==> config.mk <==
export PLATFORM = sky130hd
export DESIGN_NAME = sicr_config_bank
export DESIGN_NICKNAME = d
export VERILOG_FILES = /design/src/core/sicr_pkg.sv /design/src/core/sicr_config_bank.sv
export VERILOG_INCLUDE_DIRS = /design/src /design/src/core
export SDC_FILE = /design/constraint.sdc
export NUM_CORES = 1
export LEC_CHECK = 0
export BUFFER_PORTS_ARGS = -buffer_cell sky130_fd_sc_hd__buf_2
export CAP_MARGIN = 20
export CELL_PAD_IN_SITES_DETAIL_PLACEMENT = 1
export CELL_PAD_IN_SITES_GLOBAL_PLACEMENT = 1
export CORE_MARGIN = 2
export CORE_UTILIZATION = 37
export CTS_CLUSTER_SIZE = 16
export DETAILED_ROUTE_END_ITERATION = 7
export MAX_ROUTING_LAYER = met4
export PLACE_DENSITY_LB_ADDON = 0.1
export SYNTH_ARGS = -nofsm -noshare
export SYNTH_HDL_FRONTEND = slang
export SYNTH_SLANG_ARGS = --single-unit
export TNS_END_PERCENT = 30
==> constraint.sdc <==
create_clock -name clk -period 1.8 [get_ports clk]
set_input_delay 0.09 -clock clk [delete_from_list [all_inputs] [get_ports clk]]
set_output_delay 0.09 -clock clk [all_outputs]
set_load 0.02 [all_outputs]
==> src/core/sicr_defs.svh <==
// Constants for the super I/O configuration register bank.
`ifndef SICR_DEFS_SVH
`define SICR_DEFS_SVH
`define SICR_INDEX_PORT 10'h3F0
`define SICR_DATA_PORT 10'h3F1
`define SICR_UNLOCK_VAL 8'h55
`define SICR_EXIT_VAL 8'hAA
`define SICR_IDX_FUNC 4'h0
`define SICR_IDX_PORT 4'h1
`define SICR_IDX_SERIAL 4'h2
`define SICR_IDX_FLOPPY 4'h3
`define SICR_FUNC_RST_PRI 8'h3B
`define SICR_FUNC_RST_SEC 8'h2B
`define SICR_PORT_RST 8'h9F
`define SICR_SERIAL_RST 8'hDC
`define SICR_FLOPPY_RST 8'h78
`define SICR_LPT_3BC 10'h3BC
`define SICR_LPT_378 10'h378
`define SICR_LPT_278 10'h278
`define SICR_COM_3F8 10'h3F8
`define SICR_COM_2F8 10'h2F8
`define SICR_FUNC_DISK_EN 0
`define SICR_FUNC_DISK_AT 1
`define SICR_FUNC_FDC_PWR 3
`define SICR_FUNC_FDC_EN 4
`define SICR_FUNC_OSC_LO 5
`define SICR_FUNC_VALID 7
`define SICR_PORT_LPT_PWR 2
`define SICR_PORT_LPT_STD 3
`define SICR_PORT_IRQ_POL 4
`define SICR_PORT_ALT_LO 5
`define SICR_PORT_LOCK 7
`define SICR_SER_U1_EN 2
`define SICR_SER_U1_PWR 3
`define SICR_SER_U2_LO 4
`define SICR_SER_U2_EN 6
`define SICR_SER_U2_PWR 7
`endif

==> src/core/sicr_pkg.sv <==
// Types for the super I/O configuration register bank.
package sicr_pkg;
    typedef enum logic [1:0] {SICR_CLOSED, SICR_ARMED, SICR_OPEN} sicr_mode_t;

    typedef struct packed {
        logic rd;
        logic wr;
        logic [9:0] addr;
        logic [7:0] wdata;
    } sicr_bus_t;

    typedef struct packed {
        logic disk_en;
        logic disk_at;
        logic fdc_pwr;
        logic fdc_en;
        logic osc_run;
        logic brg_run;
        logic cfg_valid;
        logic lpt_en;
        logic [9:0] lpt_base;
        logic lpt_pwr;
        logic lpt_std;
        logic irq_pol_high;
        logic [1:0] alt_serial_sel;
        logic u1_en;
        logic u1_pwr;
        logic u1_alt;
        logic [1:0] u1_sel;
        logic [9:0] u1_base;
        logic u2_en;
        logic u2_pwr;
        logic u2_alt;
        logic [1:0] u2_sel;
        logic [9:0] u2_base;
    } sicr_ctl_t;

    typedef struct packed {
        sicr_mode_t mode;
        logic [3:0] index;
        logic [7:0] func;
        logic [7:0] port;
        logic [7:0] serial;
        logic [7:0] floppy;
        logic [7:0] rdata;
        logic rvalid;
    } sicr_state_t;
endpackage : sicr_pkg

==> src/core/sicr_config_bank.sv <==
// Indexed configuration register bank of the super I/O device.
// What this block does
// - Two back-to-back unlock writes to the index port enter configuration mode.
// - Any other-port access between the unlock writes abandons the entry.
// - Exit value written to the index port leaves configuration mode.
// - Index port accepts accesses only while in configuration mode.
// - Data port accesses go to the register that the index selects.
// - Power-up loads defaults; the ordinary reset leaves registers unchanged.
// - Function-enable register at index zero; default depends on part variant.
// - Bit 0 enables disk interface, bit 1 selects AT decoding; both default set.
// - Function bit 3 set keeps floppy powered, clear is low power.
// - Function bit 4 enables the floppy controller.
// - Bits 6:5 set oscillator and baud clock; middle codes follow power good.
// - Bit 7 is a software flag, cleared at power-up.
// - Port-setup register at index one, default 9F.
// - Port-setup bits 1:0 select parallel base or disable it.
// - Port-setup bit 2 keeps the parallel port powered.
// - Port-setup bit 3 set is printer mode, clear allows extended modes.
// - Port-setup bit 4 selects interrupt polarity and float behaviour.
// - In ECP or EPP mode parallel interrupt is active low, floating idle.
// - Clearing lock bit 7 blocks register access until power-up or hard reset.
// - Serial-setup at index two defaults DC; index three defaults 78.
// - Serial bits 1:0 pick primary base; codes 10 and 11 use alternates.
// - Serial bit 2 enables primary port, bit 3 clear powers it down.
// - Serial bits 5:4 pick secondary base; bit 6 enables, bit 7 powers.
`include "sicr_defs.svh"
`timescale 1ns/1ps
`default_nettype none
module sicr_config_bank #(
    parameter bit SECONDARY_VARIANT = 1'b0
) (
    // Clock and resets.
    input wire logic clk,
    input wire logic srst,
    input wire logic por,
    input wire logic hard_rst,
    // Host I/O bus.
    input wire sicr_pkg::sicr_bus_t bus,
    output logic [7:0] rdata,
    output logic rvalid,
    output logic claim,
    // Power good and extended parallel mode.
    input wire logic power_good_input,
    input wire logic lpt_ext_mode,
    // Interrupt sources and pins.
    input wire logic [2:0] irq_src,
    output logic [2:0] irq_out,
    output logic [2:0] irq_oe,
    // Decoded controls.
    output sicr_pkg::sicr_ctl_t ctl
);
    import sicr_pkg::*;

    sicr_state_t st_r;
    sicr_state_t st_nxt;

    function automatic logic [9:0] com_base(input logic sel);
        com_base = sel ? `SICR_COM_2F8 : `SICR_COM_3F8;
    endfunction : com_base

    logic idx_hit;
    logic dat_hit;
    logic other_acc;
    logic unlocked;
    assign idx_hit = bus.addr == `SICR_INDEX_PORT;
    assign dat_hit = bus.addr == `SICR_DATA_PORT;
    assign other_acc = (bus.wr || bus.rd) && !idx_hit;
    assign unlocked = st_r.port[`SICR_PORT_LOCK];

    always_comb begin
        st_nxt = st_r;
        st_nxt.rvalid = 1'b0;
        unique case (st_r.mode)
            SICR_CLOSED: begin
                if (bus.wr && idx_hit && bus.wdata == `SICR_UNLOCK_VAL) begin
                    st_nxt.mode = SICR_ARMED;
                end
            end
            SICR_ARMED: begin
                if (other_acc || (bus.wr && bus.wdata != `SICR_UNLOCK_VAL)) begin
                    st_nxt.mode = SICR_CLOSED;
                end else if (bus.wr) begin
                    st_nxt.mode = SICR_OPEN;
                end
            end
            SICR_OPEN: begin
                if (bus.wr && idx_hit) begin
                    if (bus.wdata == `SICR_EXIT_VAL) begin
                        st_nxt.mode = SICR_CLOSED;
                    end else begin
                        st_nxt.index = bus.wdata[3:0];
                    end
                end else if (bus.rd && idx_hit) begin
                    st_nxt.rdata = {4'h0, st_r.index};
                    st_nxt.rvalid = 1'b1;
                end else if (dat_hit && unlocked) begin
                    if (bus.wr) begin
                        unique case (st_r.index)
                            `SICR_IDX_FUNC: st_nxt.func = bus.wdata;
                            `SICR_IDX_PORT: st_nxt.port = bus.wdata;
                            `SICR_IDX_SERIAL: st_nxt.serial = bus.wdata;
                            `SICR_IDX_FLOPPY: st_nxt.floppy = bus.wdata;
                            default: ;
                        endcase
                    end else if (bus.rd) begin
                        st_nxt.rvalid = 1'b1;
                        unique case (st_r.index)
                            `SICR_IDX_FUNC: st_nxt.rdata = st_r.func;
                            `SICR_IDX_PORT: st_nxt.rdata = st_r.port;
                            `SICR_IDX_SERIAL: st_nxt.rdata = st_r.serial;
                            `SICR_IDX_FLOPPY: st_nxt.rdata = st_r.floppy;
                            default: st_nxt.rdata = 8'h00;
                        endcase
                    end
                end
            end
            default: st_nxt.mode = SICR_CLOSED;
        endcase
        // Hard reset re-opens the lock only; other contents keep their values.
        if (hard_rst) begin
            st_nxt.port[`SICR_PORT_LOCK] = 1'b1;
        end
        // Ordinary reset leaves the registers alone; it closes the mode and clears the read-valid flag.
        if (srst) begin
            st_nxt.mode = SICR_CLOSED;
            st_nxt.rvalid = 1'b0;
        end
    end

    always_ff @(posedge clk) begin
        if (por) begin
            st_r <= '0;
            st_r.func <= SECONDARY_VARIANT ? `SICR_FUNC_RST_SEC : `SICR_FUNC_RST_PRI;
            st_r.port <= `SICR_PORT_RST;
            st_r.serial <= `SICR_SERIAL_RST;
            st_r.floppy <= `SICR_FLOPPY_RST;
        end else begin
            st_r <= st_nxt;
        end
    end

    assign rdata = st_r.rdata;
    assign rvalid = st_r.rvalid;
    assign claim = (st_r.mode == SICR_OPEN) && (idx_hit || (dat_hit && unlocked))
        && (bus.rd || bus.wr);

    logic osc_gated;
    assign osc_gated = st_r.func[6] ^ st_r.func[5];

    always_comb begin
        ctl.disk_en = st_r.func[`SICR_FUNC_DISK_EN];
        ctl.disk_at = st_r.func[`SICR_FUNC_DISK_AT];
        ctl.fdc_pwr = st_r.func[`SICR_FUNC_FDC_PWR];
        ctl.fdc_en = st_r.func[`SICR_FUNC_FDC_EN];
        ctl.osc_run = (st_r.func[6:5] == 2'b00) || (osc_gated && power_good_input);
        ctl.brg_run = ctl.osc_run;
        ctl.cfg_valid = st_r.func[`SICR_FUNC_VALID];
        ctl.lpt_en = st_r.port[1:0] != 2'b00;
        unique case (st_r.port[1:0])
            2'b01: ctl.lpt_base = `SICR_LPT_3BC;
            2'b10: ctl.lpt_base = `SICR_LPT_378;
            2'b11: ctl.lpt_base = `SICR_LPT_278;
            default: ctl.lpt_base = 10'h000;
        endcase
        ctl.lpt_pwr = st_r.port[`SICR_PORT_LPT_PWR];
        ctl.lpt_std = st_r.port[`SICR_PORT_LPT_STD];
        ctl.irq_pol_high = st_r.port[`SICR_PORT_IRQ_POL];
        ctl.alt_serial_sel = st_r.port[6:5];
        ctl.u1_sel = st_r.serial[1:0];
        ctl.u1_alt = st_r.serial[1];
        ctl.u1_base = com_base(st_r.serial[0]);
        ctl.u1_en = st_r.serial[`SICR_SER_U1_EN];
        ctl.u1_pwr = st_r.serial[`SICR_SER_U1_PWR];
        ctl.u2_sel = st_r.serial[5:4];
        ctl.u2_alt = st_r.serial[5];
        ctl.u2_base = com_base(st_r.serial[4]);
        ctl.u2_en = st_r.serial[`SICR_SER_U2_EN];
        ctl.u2_pwr = st_r.serial[`SICR_SER_U2_PWR];
    end

    // Interrupt pins: index 0 serial, 1 floppy, 2 parallel.
    logic [2:0] act_high;
    always_comb begin
        act_high = {3{st_r.port[`SICR_PORT_IRQ_POL]}};
        if (lpt_ext_mode && !st_r.port[`SICR_PORT_LPT_STD]) begin
            act_high[2] = 1'b0;
        end
        for (int i = 0; i < 3; i++) begin
            irq_out[i] = act_high[i] ? irq_src[i] : 1'b0;
            irq_oe[i] = act_high[i] ? 1'b1 : irq_src[i];
        end
    end

    enter_mode_a: assert property (@(posedge clk) disable iff (srst || por)
        st_r.mode == SICR_ARMED && bus.wr && idx_hit && bus.wdata == `SICR_UNLOCK_VAL
        |=> st_r.mode == SICR_OPEN) else $error("unlock pair did not open mode");
    abandon_entry_a: assert property (@(posedge clk) disable iff (srst || por)
        st_r.mode == SICR_ARMED && other_acc |=> st_r.mode == SICR_CLOSED)
        else $error("entry not abandoned");
    exit_mode_a: assert property (@(posedge clk) disable iff (srst || por)
        st_r.mode == SICR_OPEN && bus.wr && idx_hit && bus.wdata == `SICR_EXIT_VAL
        |=> st_r.mode == SICR_CLOSED) else $error("exit value ignored");
    index_load_a: assert property (@(posedge clk) disable iff (srst || por || hard_rst)
        st_r.mode != SICR_OPEN |=> $stable(st_r.index)) else $error("index changed");
    route_write_a: assert property (@(posedge clk) disable iff (srst || por || hard_rst)
        st_r.mode == SICR_OPEN && unlocked && dat_hit && bus.wr && !bus.rd
        && st_r.index == `SICR_IDX_SERIAL |=> st_r.serial == $past(bus.wdata))
        else $error("data write misrouted");
    lock_block_a: assert property (@(posedge clk) disable iff (srst || por || hard_rst)
        !unlocked |=> !unlocked && $stable(st_r.func) && $stable(st_r.serial))
        else $error("locked registers changed");
    closed_keep_a: assert property (@(posedge clk) disable iff (por || hard_rst)
        st_r.mode != SICR_OPEN |=> $stable(st_r.func) && $stable(st_r.port))
        else $error("registers changed outside mode");
    read_back_a: assert property (@(posedge clk) disable iff (srst || por)
        st_r.mode == SICR_OPEN && unlocked && dat_hit && bus.rd && !bus.wr
        && st_r.index == `SICR_IDX_PORT |=> rvalid && rdata == $past(st_r.port))
        else $error("read data wrong");
    osc_stop_a: assert property (@(posedge clk)
        st_r.func[6:5] == 2'b11 |-> !ctl.osc_run && !ctl.brg_run)
        else $error("oscillator not stopped");
    ext_irq_a: assert property (@(posedge clk)
        lpt_ext_mode && !st_r.port[`SICR_PORT_LPT_STD] && !irq_src[2]
        |-> !irq_oe[2]) else $error("parallel interrupt not floated");
    ext_drive_a: assert property (@(posedge clk)
        lpt_ext_mode && !st_r.port[`SICR_PORT_LPT_STD] && irq_src[2]
        |-> irq_oe[2] && !irq_out[2]) else $error("parallel interrupt not driven low");
    pol_high_a: assert property (@(posedge clk)
        st_r.port[`SICR_PORT_IRQ_POL] && !(lpt_ext_mode && !st_r.port[`SICR_PORT_LPT_STD])
        |-> irq_oe[2] && irq_out[2] == irq_src[2]) else $error("interrupt polarity wrong");
    claim_open_a: assert property (@(posedge clk)
        claim |-> st_r.mode == SICR_OPEN) else $error("claim outside mode");
    closed_quiet_a: assert property (@(posedge clk) disable iff (srst || por)
        st_r.mode != SICR_OPEN |=> !rvalid) else $error("read answered outside mode");
    hard_unlock_a: assert property (@(posedge clk) disable iff (por)
        hard_rst |=> unlocked) else $error("hard reset did not unlock");
    srst_close_a: assert property (@(posedge clk) disable iff (por)
        srst |=> st_r.mode == SICR_CLOSED) else $error("ordinary reset left mode open");
    index_write_a: assert property (@(posedge clk) disable iff (srst || por)
        st_r.mode == SICR_OPEN && bus.wr && idx_hit && bus.wdata != `SICR_EXIT_VAL
        |=> st_r.index == $past(bus.wdata[3:0])) else $error("index not loaded");
    index_read_a: assert property (@(posedge clk) disable iff (srst || por)
        st_r.mode == SICR_OPEN && bus.rd && !bus.wr && idx_hit
        |=> rvalid && rdata == {4'h0, $past(st_r.index)}) else $error("index read wrong");
endmodule : sicr_config_bank
`default_nettype wire

# Yosys cells after proc, flatten, opt, wreduce, memory -nomap -nowiden
# Index checks and enable logic that the tools add are counted.
# classes
eq_ne	18
muxes	22
bitwise	5
n_reduce_logical	32
# ops
op	count
two-way mux 9 bit	6
case mux 8 bit (4 select lines)	1
case mux 10 bit (3 select lines)	1
AND reduction 6 bit	4
equality test 10 bit (second input constant)	2
logical AND 1 bit	10
equality test 4 x 2 -> 1 bit (second input constant)	2
equality test 8 x 7 -> 1 bit (second input constant)	1
equality test 8 bit (second input constant)	1
two-way mux 2 bit	4
inequality test 8 x 7 -> 1 bit (second input constant)	1
two-way mux 1 bit	7
equality test 2 bit (second input constant)	3
two-way mux 6 bit	1
inequality test 2 bit (second input constant)	3
case mux 2 bit (3 select lines)	1
nonzero test 2 bit	3
AND reduction 5 bit	1
equality test 2 x 1 -> 1 bit (second input constant)	2
equality test 4 x 1 -> 1 bit (second input constant)	1
zero test 2 bit	2
zero test 4 bit	1
logical OR 1 bit	4
two-way mux 4 bit	1
9 further kinds	14
# word_totals
regBits	47
word_cells	86

# Longest topological paths before layout
# Gate-level depths: netlist of run 1.
# depth
word_depth	6
depth_mapped	6
mapped_depth_nobuf	4

# Least setup slack after synthesis of run 1
# Ideal clock, no wire load.
# synth_path
path_type	register to register
from	reg st_r[42] (netlist name)
to	reg st_r (netlist bit ctl[49])
setup_time_ns	0.126
arrival_time_ns	1.501
slack_ns	0.173
stages_incl_launch_ff	7
path_cell_list	dfxtp_1 -> buf_6 -> or3_1 -> buf_6 -> or3_4 -> buf_6 -> mux2i_1
# synth_via
elab_chain_cells	2
# synth_lines
item	line_no	source
start: declaration	sicr_config_bank.sv:54	sicr_state_t st_r;
start signal: assignment	sicr_config_bank.sv:138	st_r <= st_nxt;
zero test 4 bit	sicr_config_bank.sv:98	unique case (st_r.index)
AND reduction 6 bit (no line)	--	
# No other way between the ends.
# A chain may end at the register's enable or synchronous reset.

# Final worst setup path of run 1
# layout_path
from	reg st_r[46] (netlist name)
to	out claim
# layout_via
elab_chain_cells	3
# layout_lines
item	line_no	source
equality test 2 bit	sicr_config_bank.sv:144	assign claim = (st_r.mode == SICR_OPEN) && (idx_hit || (dat_hit && unlocked))
logical AND 1 bit	sicr_config_bank.sv:144	
logical AND 1 bit	sicr_config_bank.sv:145	&& (bus.rd || bus.wr);
end: declaration	sicr_config_bank.sv:41	output logic claim,
# No other way between the ends.

==> results.tsv, run 1 <==
stage	metric	value	unit
outcome	status	complete, no violations	
synth	Seq/Total Area, Yosys	32.03	%
synth	number of synthesized register bits	47	
critical_path	CP Max Fanout	5	
clock_tree	CTS Sinks	47	
clock_tree	clock-pin transition on the worst setup and hold timing paths	90	ps
synth	Mapped Area	2938	sq um
sta	Tcrit/Tclk final	95.78	%
synth	yosys warns	0	
placed_design	detailed placement HPWL	5553	microns
clock_tree	root buf cell	clkbuf_8	
clock_tree	post-CTS setup buffer count	0	
global_routing	largest net degree at the start of global routing	35	
critical_path	kind of critical path	flip-flop to output pin	
drt	Residual DRC	0	
synth	Post-synth EDFFs	0	
placed_design	PortBufs	77	
sta	slew margin rel.	66.00	%
sta	hold slack final	75.42	ps
drt	Met3 Routed Length	325	microns
sta	Clock Skews	11.02	ps
floorplanning	die width	93.11	microns
sta	Period minus WS final	1724	ps
global_routing	Tot GR Track Use	17.14	%
cells_and_area	share of cells above drive strength 1	30.19	%
synth	Avg Cell Area, Syn	9.181	sq um
sta	final setup margin	75.98	ps
synth	Mapped Cells	320	
global_routing	GR Overflow Total	0	
flow_run	max cap viols	0	
drt	Metal-1 WL	3346	microns
synth	Unique masters post-synth	44	
drt	Pre-Repair DR Iteration Count	4	
drt	metal2 WL	3358	microns
critical_path	crit path launch type	flip-flop	
synth	top_reg_cell synth	dfxtp_1	
floorplanning	area of the core	7727	sq um
sta	Fmax	580.0	MHz
sta	Final Hold Fails	0	
critical_path	Slowest-stage cell, CP	dfxtp_1	
cells_and_area	Syn-to-layout area delta	12.95	%
clock_tree	CTS Buf Count	5	
drt	Via Count	2272	
power_and_ir_drop	Max VDD drop	0.2480	mV
clock_tree	Clock Path Buffers	2	
power_and_ir_drop	PD cells	651.8	nW/um^2
cells_and_area	Finished Core Util	42.94	%
global_routing	initial antenna violation count	0	
floorplanning	Die H	93.11	microns
cells_and_area	n_diodes	0	
sta	setup TNS	0	ps
sta	RSZ-0062 raised after global routing	true	
drt	DRT Wirelength	7128	microns
placed_design	gpl congestion	0.7816	
cells_and_area	filler cell count	947	
global_routing	first-pass GRT wire length	11450	microns
drt	1st-iter DRT viols	76	
synth	Async SR Flop Fraction	0	%
clock_tree	H-tree lvl count	2	
sta	Setup Viol. Count Final	0	
clock_tree	TritonCTS clock tree	built	
critical_path	CP endpoint kind	output pin	
cells_and_area	fin nets	405	
power_and_ir_drop	P_leak	1.492	nW
global_routing	vias in the first global route	2261	
min_path	Hold Crit Class	primary input to flip-flop	
critical_path	Worst EP required	1710	ps
drt	ANT nets after route	0	
power_and_ir_drop	Design Power	0.002163	W
placed_design	Post-Place Setup Slack	60.88	ps
floorplanning	Die ar.	8669	sq um
critical_path	CP arrival	1630	ps
floorplanning	starting density of the core	38.02	%
drt	highest metal used	met4	
drt	Wirelength per Cell	15.07	microns
floorplanning	io pins	98	
critical_path	critical path's largest stage delay	430	ps
floorplanning	row count	32	
sta	Least-Margin Pin Slew	503.2	ps
critical_path	CP Cell Sequence	nand2b_2 -> nor4b_4 -> buf_4 -> o211a_1 -> buf_2	
clock_tree	Clock Latency Late Sink	310	ps
drt	vias per inst	4.803	
sta	Max Slew Vio Count	0	
==> worst paths after layout <==
path                            depth (start not counted)        to  slack (ps)     start
worst max-delay path                                    5     claim          80  st_r[46]
worst min-delay path                                    3    rvalid          80   bus[19]
worst max register to register                          5   ctl[25]         160  st_r[46]
worst min register to register                          2  st_r[11]         480  st_r[11]
==> cells in the mapped netlist (4+ instances only) <==
library cell | number | share of area, %
a211o_1 | 4 | 1.2
a21oi_1 | 4 | 0.68
a22o_1 | 4 | 1.2
buf_2 | 4 | 0.68
buf_4 | 53 | 14
clkbuf_1 | 8 | 1.0
dfxtp_1 | 47 | 32
ha_1 | 6 | 2.6
inv_1 | 16 | 2.0
mux2i_1 | 43 | 15
mux4_1 | 4 | 3.6
nand2b_1 | 24 | 5.1
nand3_1 | 8 | 1.4
nand4_1 | 8 | 1.7
nor2_1 | 34 | 4.3
nor3_1 | 6 | 1.0
o22ai_1 | 4 | 0.85
==> final cells by class <==
| type | count | area (sq um) | area share, % |
|---|---|---|---|
| clock inverter | 3 | 67.56 | 2.036 |
| tap | 102 | 127.6 | 3.846 |
| inverter | 16 | 60.06 | 1.810 |
| sequential | 47 | 940.9 | 28.36 |
| multi-input combinational | 207 | 1545 | 46.57 |
| clock buffer | 5 | 68.82 | 2.074 |
| timing repair buffer | 93 | 508.0 | 15.31 |
==> power breakdown <==
part	leakage (nW)	switching, W	total (W)	internal (W)
clock network	0.0644	0.000391	0.000946	0.000554
logic	1.05	0.000122	0.000178	0.0000567
registers	0.379	0.0000000000199	0.00104	0.00104
total	1.49	0.000513	0.00216	0.00165
==> worst max-delay path, delay by kind of cell, from the launching register on <==
family	cells	cell delay, ps
and+or+nand+nor	2	450
AOI/OAI and AO/OA	1	130
buffers and inverters	2	310
DFF	1	430
==> sequential cells by signal, summed over array words and instances, names as in the netlist <==
name / cells
rvalid: 1
st_r: 20
ctl: 18
rdata: 8
==> logic make-up (layout without fill, tap and decap cells) <==
logic type	after synthesis	in the layout	share of synthesized area (%)
adder cells (fa/ha/maj)	6	6	2.555
buffers and inverters	84	117	18.44
multiplexers	47	47	18.23
flip-flops	47	47	32.03
AO/OA/AOI/OAI	25	25	6.644
other	2	20	0.2556
AND/OR/NAND/NOR	109	109	21.85
==> what timing repair did <==
item,in CTS,in global routing
endpoints found under the setup margin,1,7
endpoints found under the hold margin,1,0
hold buffers,1,0
resized for setup,2,2
==> metal layers <==
metal	GRT usage, %	vias to the layer above
met3	2.981	10
met2	28.14	68
met4	4.534	0
li1	-	1127
met5	-	-
met1	21.95	1067
==> through the flow <==
step                      area [sq um]  cells
after floorplan                   3005    338
after global placement            3149    464
after detailed placement          3149    464
after CTS                         3311    473
after global routing              3318    473
final                             3318    473
==> cells in the final DEF, fill, tap and decap left out, drive strengths merged, types with 2 or more instances in the layout <==
cell and count:
inv 16, buf 92, bufinv 2, nand2b 24, nor4bb 3, a22o 4, or2 2, conb 20
nor3 8, nor2 34, dfxtp 47, a21oi 4, nand2 2, or3 4, ha 6, nor4b 2
a211o 4, mux4 4, nand4 9, and3b 3, clkbuf 5, mux2i 43, o22ai 4, and2 3
o21ai 2, nand3 8
Power figures use the tool's default switching activity.
==> inputs of run 2 (changes only) <==
RECOVER_POWER = 50   (was not set)
==> run 2 against run 1 <==
Effect of this change: register-to-register slack is essentially flat; first-iteration DRC count increased by 2.6%; routed wire length down 0.20%; utilization down 0.55 points; sequential share of layout area is 0.37 points higher; final area fell by 1.3%; non-clock buffer count did not move; clock skew decreased by 1.6 ps; total power down 0.15%; sequential power about the same; die area unchanged; global-route usage stayed put; critical endpoint unchanged; largest cell class unchanged; highest routed layer unchanged.
==> results.tsv, run 2 (synthesis gave the netlist of run 1 again) <==
stage	metric	value	unit	change
outcome	status	complete, no violations		
floorplanning	area of the core	7727	sq um	unchanged
cells_and_area	Biggest register	st_r		
cells_and_area	share of cells above drive strength 1	21.56	%	-8.6 points
placed_design	Post-Place Setup Slack	60.88	ps	unchanged
clock_tree	H-tree lvl count	2		unchanged
floorplanning	Die H	93.11	microns	unchanged
global_routing	vias in the first global route	2261		unchanged
global_routing	Tot GR Track Use	17.14	%	unchanged
power_and_ir_drop	PD cells	659.3	nW/um^2	+1.1%
critical_path	Worst EP required	1710	ps	about the same
sta	RSZ-0062 raised after global routing	true		
floorplanning	row count	32		unchanged
placed_design	dpl cell area	3149	sq um	unchanged
cells_and_area	Design Area, Final	3276	sq um	-1.3%
sta	Least-Margin Pin Slew	503.0	ps	-0.1881 ps
sta	Setup Viol. Count Final	0		unchanged
critical_path	critical path's largest stage delay	430	ps	about the same
critical_path	CP Max Fanout	5		unchanged
global_routing	GR Overflow Total	0		unchanged
placed_design	detailed placement HPWL	5553	microns	unchanged
cells_and_area	Syn-to-layout area delta	11.50	%	
critical_path	CP endpoint kind	output pin		
drt	ANT nets after route	0		unchanged
sta	slew margin rel.	66.01	%	about the same
cells_and_area	commonest non-fill, non-tap cell in the layout	dfxtp_1		
drt	1st-iter DRT viols	78		+2.6%
critical_path	CP arrival	1630	ps	about the same
sta	Clock Skews	9.391	ps	-1.630 ps
global_routing	initial antenna violation count	0		unchanged
sta	final setup margin	75.59	ps	-0.3968 ps
power_and_ir_drop	Max VDD drop	0.2444	mV	-1.5%
cells_and_area	commonest non-fill, non-tap cells in the layout	47 x dfxtp_1, 46 x buf_2, 43 x mux2i_1		
cells_and_area	max reg flops	20		unchanged
sta	Max Slew Vio Count	0		unchanged
floorplanning	die width	93.11	microns	unchanged
clock_tree	Clock Latency Late Sink	310	ps	about the same
global_routing	first-pass GRT wire length	11450	microns	unchanged
cells_and_area	fin cells	473		unchanged
power_and_ir_drop	Design Power	0.002160	W	-0.15%
critical_path	CP Cell Sequence	nand2b_2 -> nor4b_4 -> buf_4 -> o211a_1 -> buf_2		
placed_design	dpl cells	464		unchanged
drt	Wirelength per Cell	15.04	microns	-0.20%
floorplanning	Die ar.	8669	sq um	unchanged
drt	DRT Wirelength	7114	microns	-0.20%
sta	Tcrit/Tclk final	95.80	%	about the same
clock_tree	CTS Buf Count	5		unchanged
cells_and_area	n_diodes	0		unchanged
global_routing	M1 GR Usage	21.95	%	unchanged
global_routing	met2 usage	28.14	%	unchanged
placed_design	gpl congestion	0.7816		unchanged
floorplanning	io pins	98		unchanged
clock_tree	post-CTS setup buffer count	0		unchanged
critical_path	crit path launch type	flip-flop		
drt	Pre-Repair DR Iteration Count	4		unchanged
clock_tree	TritonCTS clock tree	built		
placed_design	PortBufs	77		unchanged
sta	Fmax	579.9	MHz	about the same
global_routing	largest net degree at the start of global routing	35		unchanged
cells_and_area	fin nets	405		unchanged
clock_tree	Clock Path Buffers	2		unchanged
min_path	Hold Crit Class	primary input to flip-flop		
drt	Via Count	2281		+0.40%
global_routing	GR peak layer	met2		
global_routing	GR Util met3	2.981	%	unchanged
critical_path	Slowest-stage cell, CP	dfxtp_1		
drt	Residual DRC	0		unchanged
drt	vias per inst	4.822		+0.40%
sta	Final Hold Fails	0		unchanged
sta	Period minus WS final	1724	ps	+0.3968 ps
clock_tree	CTS Sinks	47		unchanged
flow_run	max cap viols	0		unchanged
floorplanning	starting density of the core	38.02	%	unchanged
clock_tree	root buf cell	clkbuf_8		
critical_path	kind of critical path	flip-flop to output pin		
power_and_ir_drop	P_leak	1.394	nW	-6.6%
clock_tree	clock-pin transition on the worst setup and hold timing paths	90	ps	about the same
run 2: changes by cell type in the layout (fill, tap and decap cells not counted), sizes merged:
cell	previous run	this run
buf	92	60
clkbuf	5	37
run 2: power breakdown:
group	switching, W	internal, W	total, W
sequential	0.0000000000199	0.00104	0.00104
clock	0.000388	0.000554	0.000943
combinational	0.000122	0.0000567	0.000178
total	0.000510	0.00165	0.00216
run 2: worst paths after layout:
path | from | to | slack, ps | cells past startpoint
max | st_r[46] | claim | 80 | 5
min | bus[19] | rvalid | 80 | 3
max reg2reg | st_r[46] | ctl[25] | 160 | 5
min reg2reg | st_r[11] | st_r[11] | 480 | 2
run 2: area by class of cell:
type                    instances  area, sq um
clock buffers                   5        68.82
clock inverters                 3        67.56
fillers                       962         4452
inverters                      16        60.06
multi-input cells             207         1545
flip-flops and latches         47        940.9
well taps                     102        127.6
repair buffers                 93        465.4
run 2: stage by stage:
| step | util [%] | TNS [ps] | hold WS (ps) |
|---|---|---|---|
| after floorplan | - | 0 | 166.0 |
| after global placement | 40.75 | 0 | 297.9 |
| after detailed placement | 40.75 | 0 | 304.0 |
| after CTS | 42.84 | 0 | 72.48 |
| after global routing | 42.39 | -39.04 | 93.25 |
| final | 42.39 | 0 | 77.21 |
run 2: timing repair:
item	CTS	global route
endpoints found under the setup margin	1	7
hold endpoints to repair	1	0
gates resized for setup	2	2
hold buffers	1	0
gates cloned	0	0
run 2: critical path: cells and delay by family (launching register included):
family                 cells  cell delay, ps
AO/OA/AOI/OAI              1             130
buffers and inverters      2             320
flip-flops                 1             430
AND/OR/NAND/NOR            2             450
run 2: layer usage:
metal / wire, microns / up-vias
met5: 0 / -
met4: 97 / 0
met3: 347 / 12
met2: 3347 / 71
met1: 3321 / 1070
li1: - / 1128
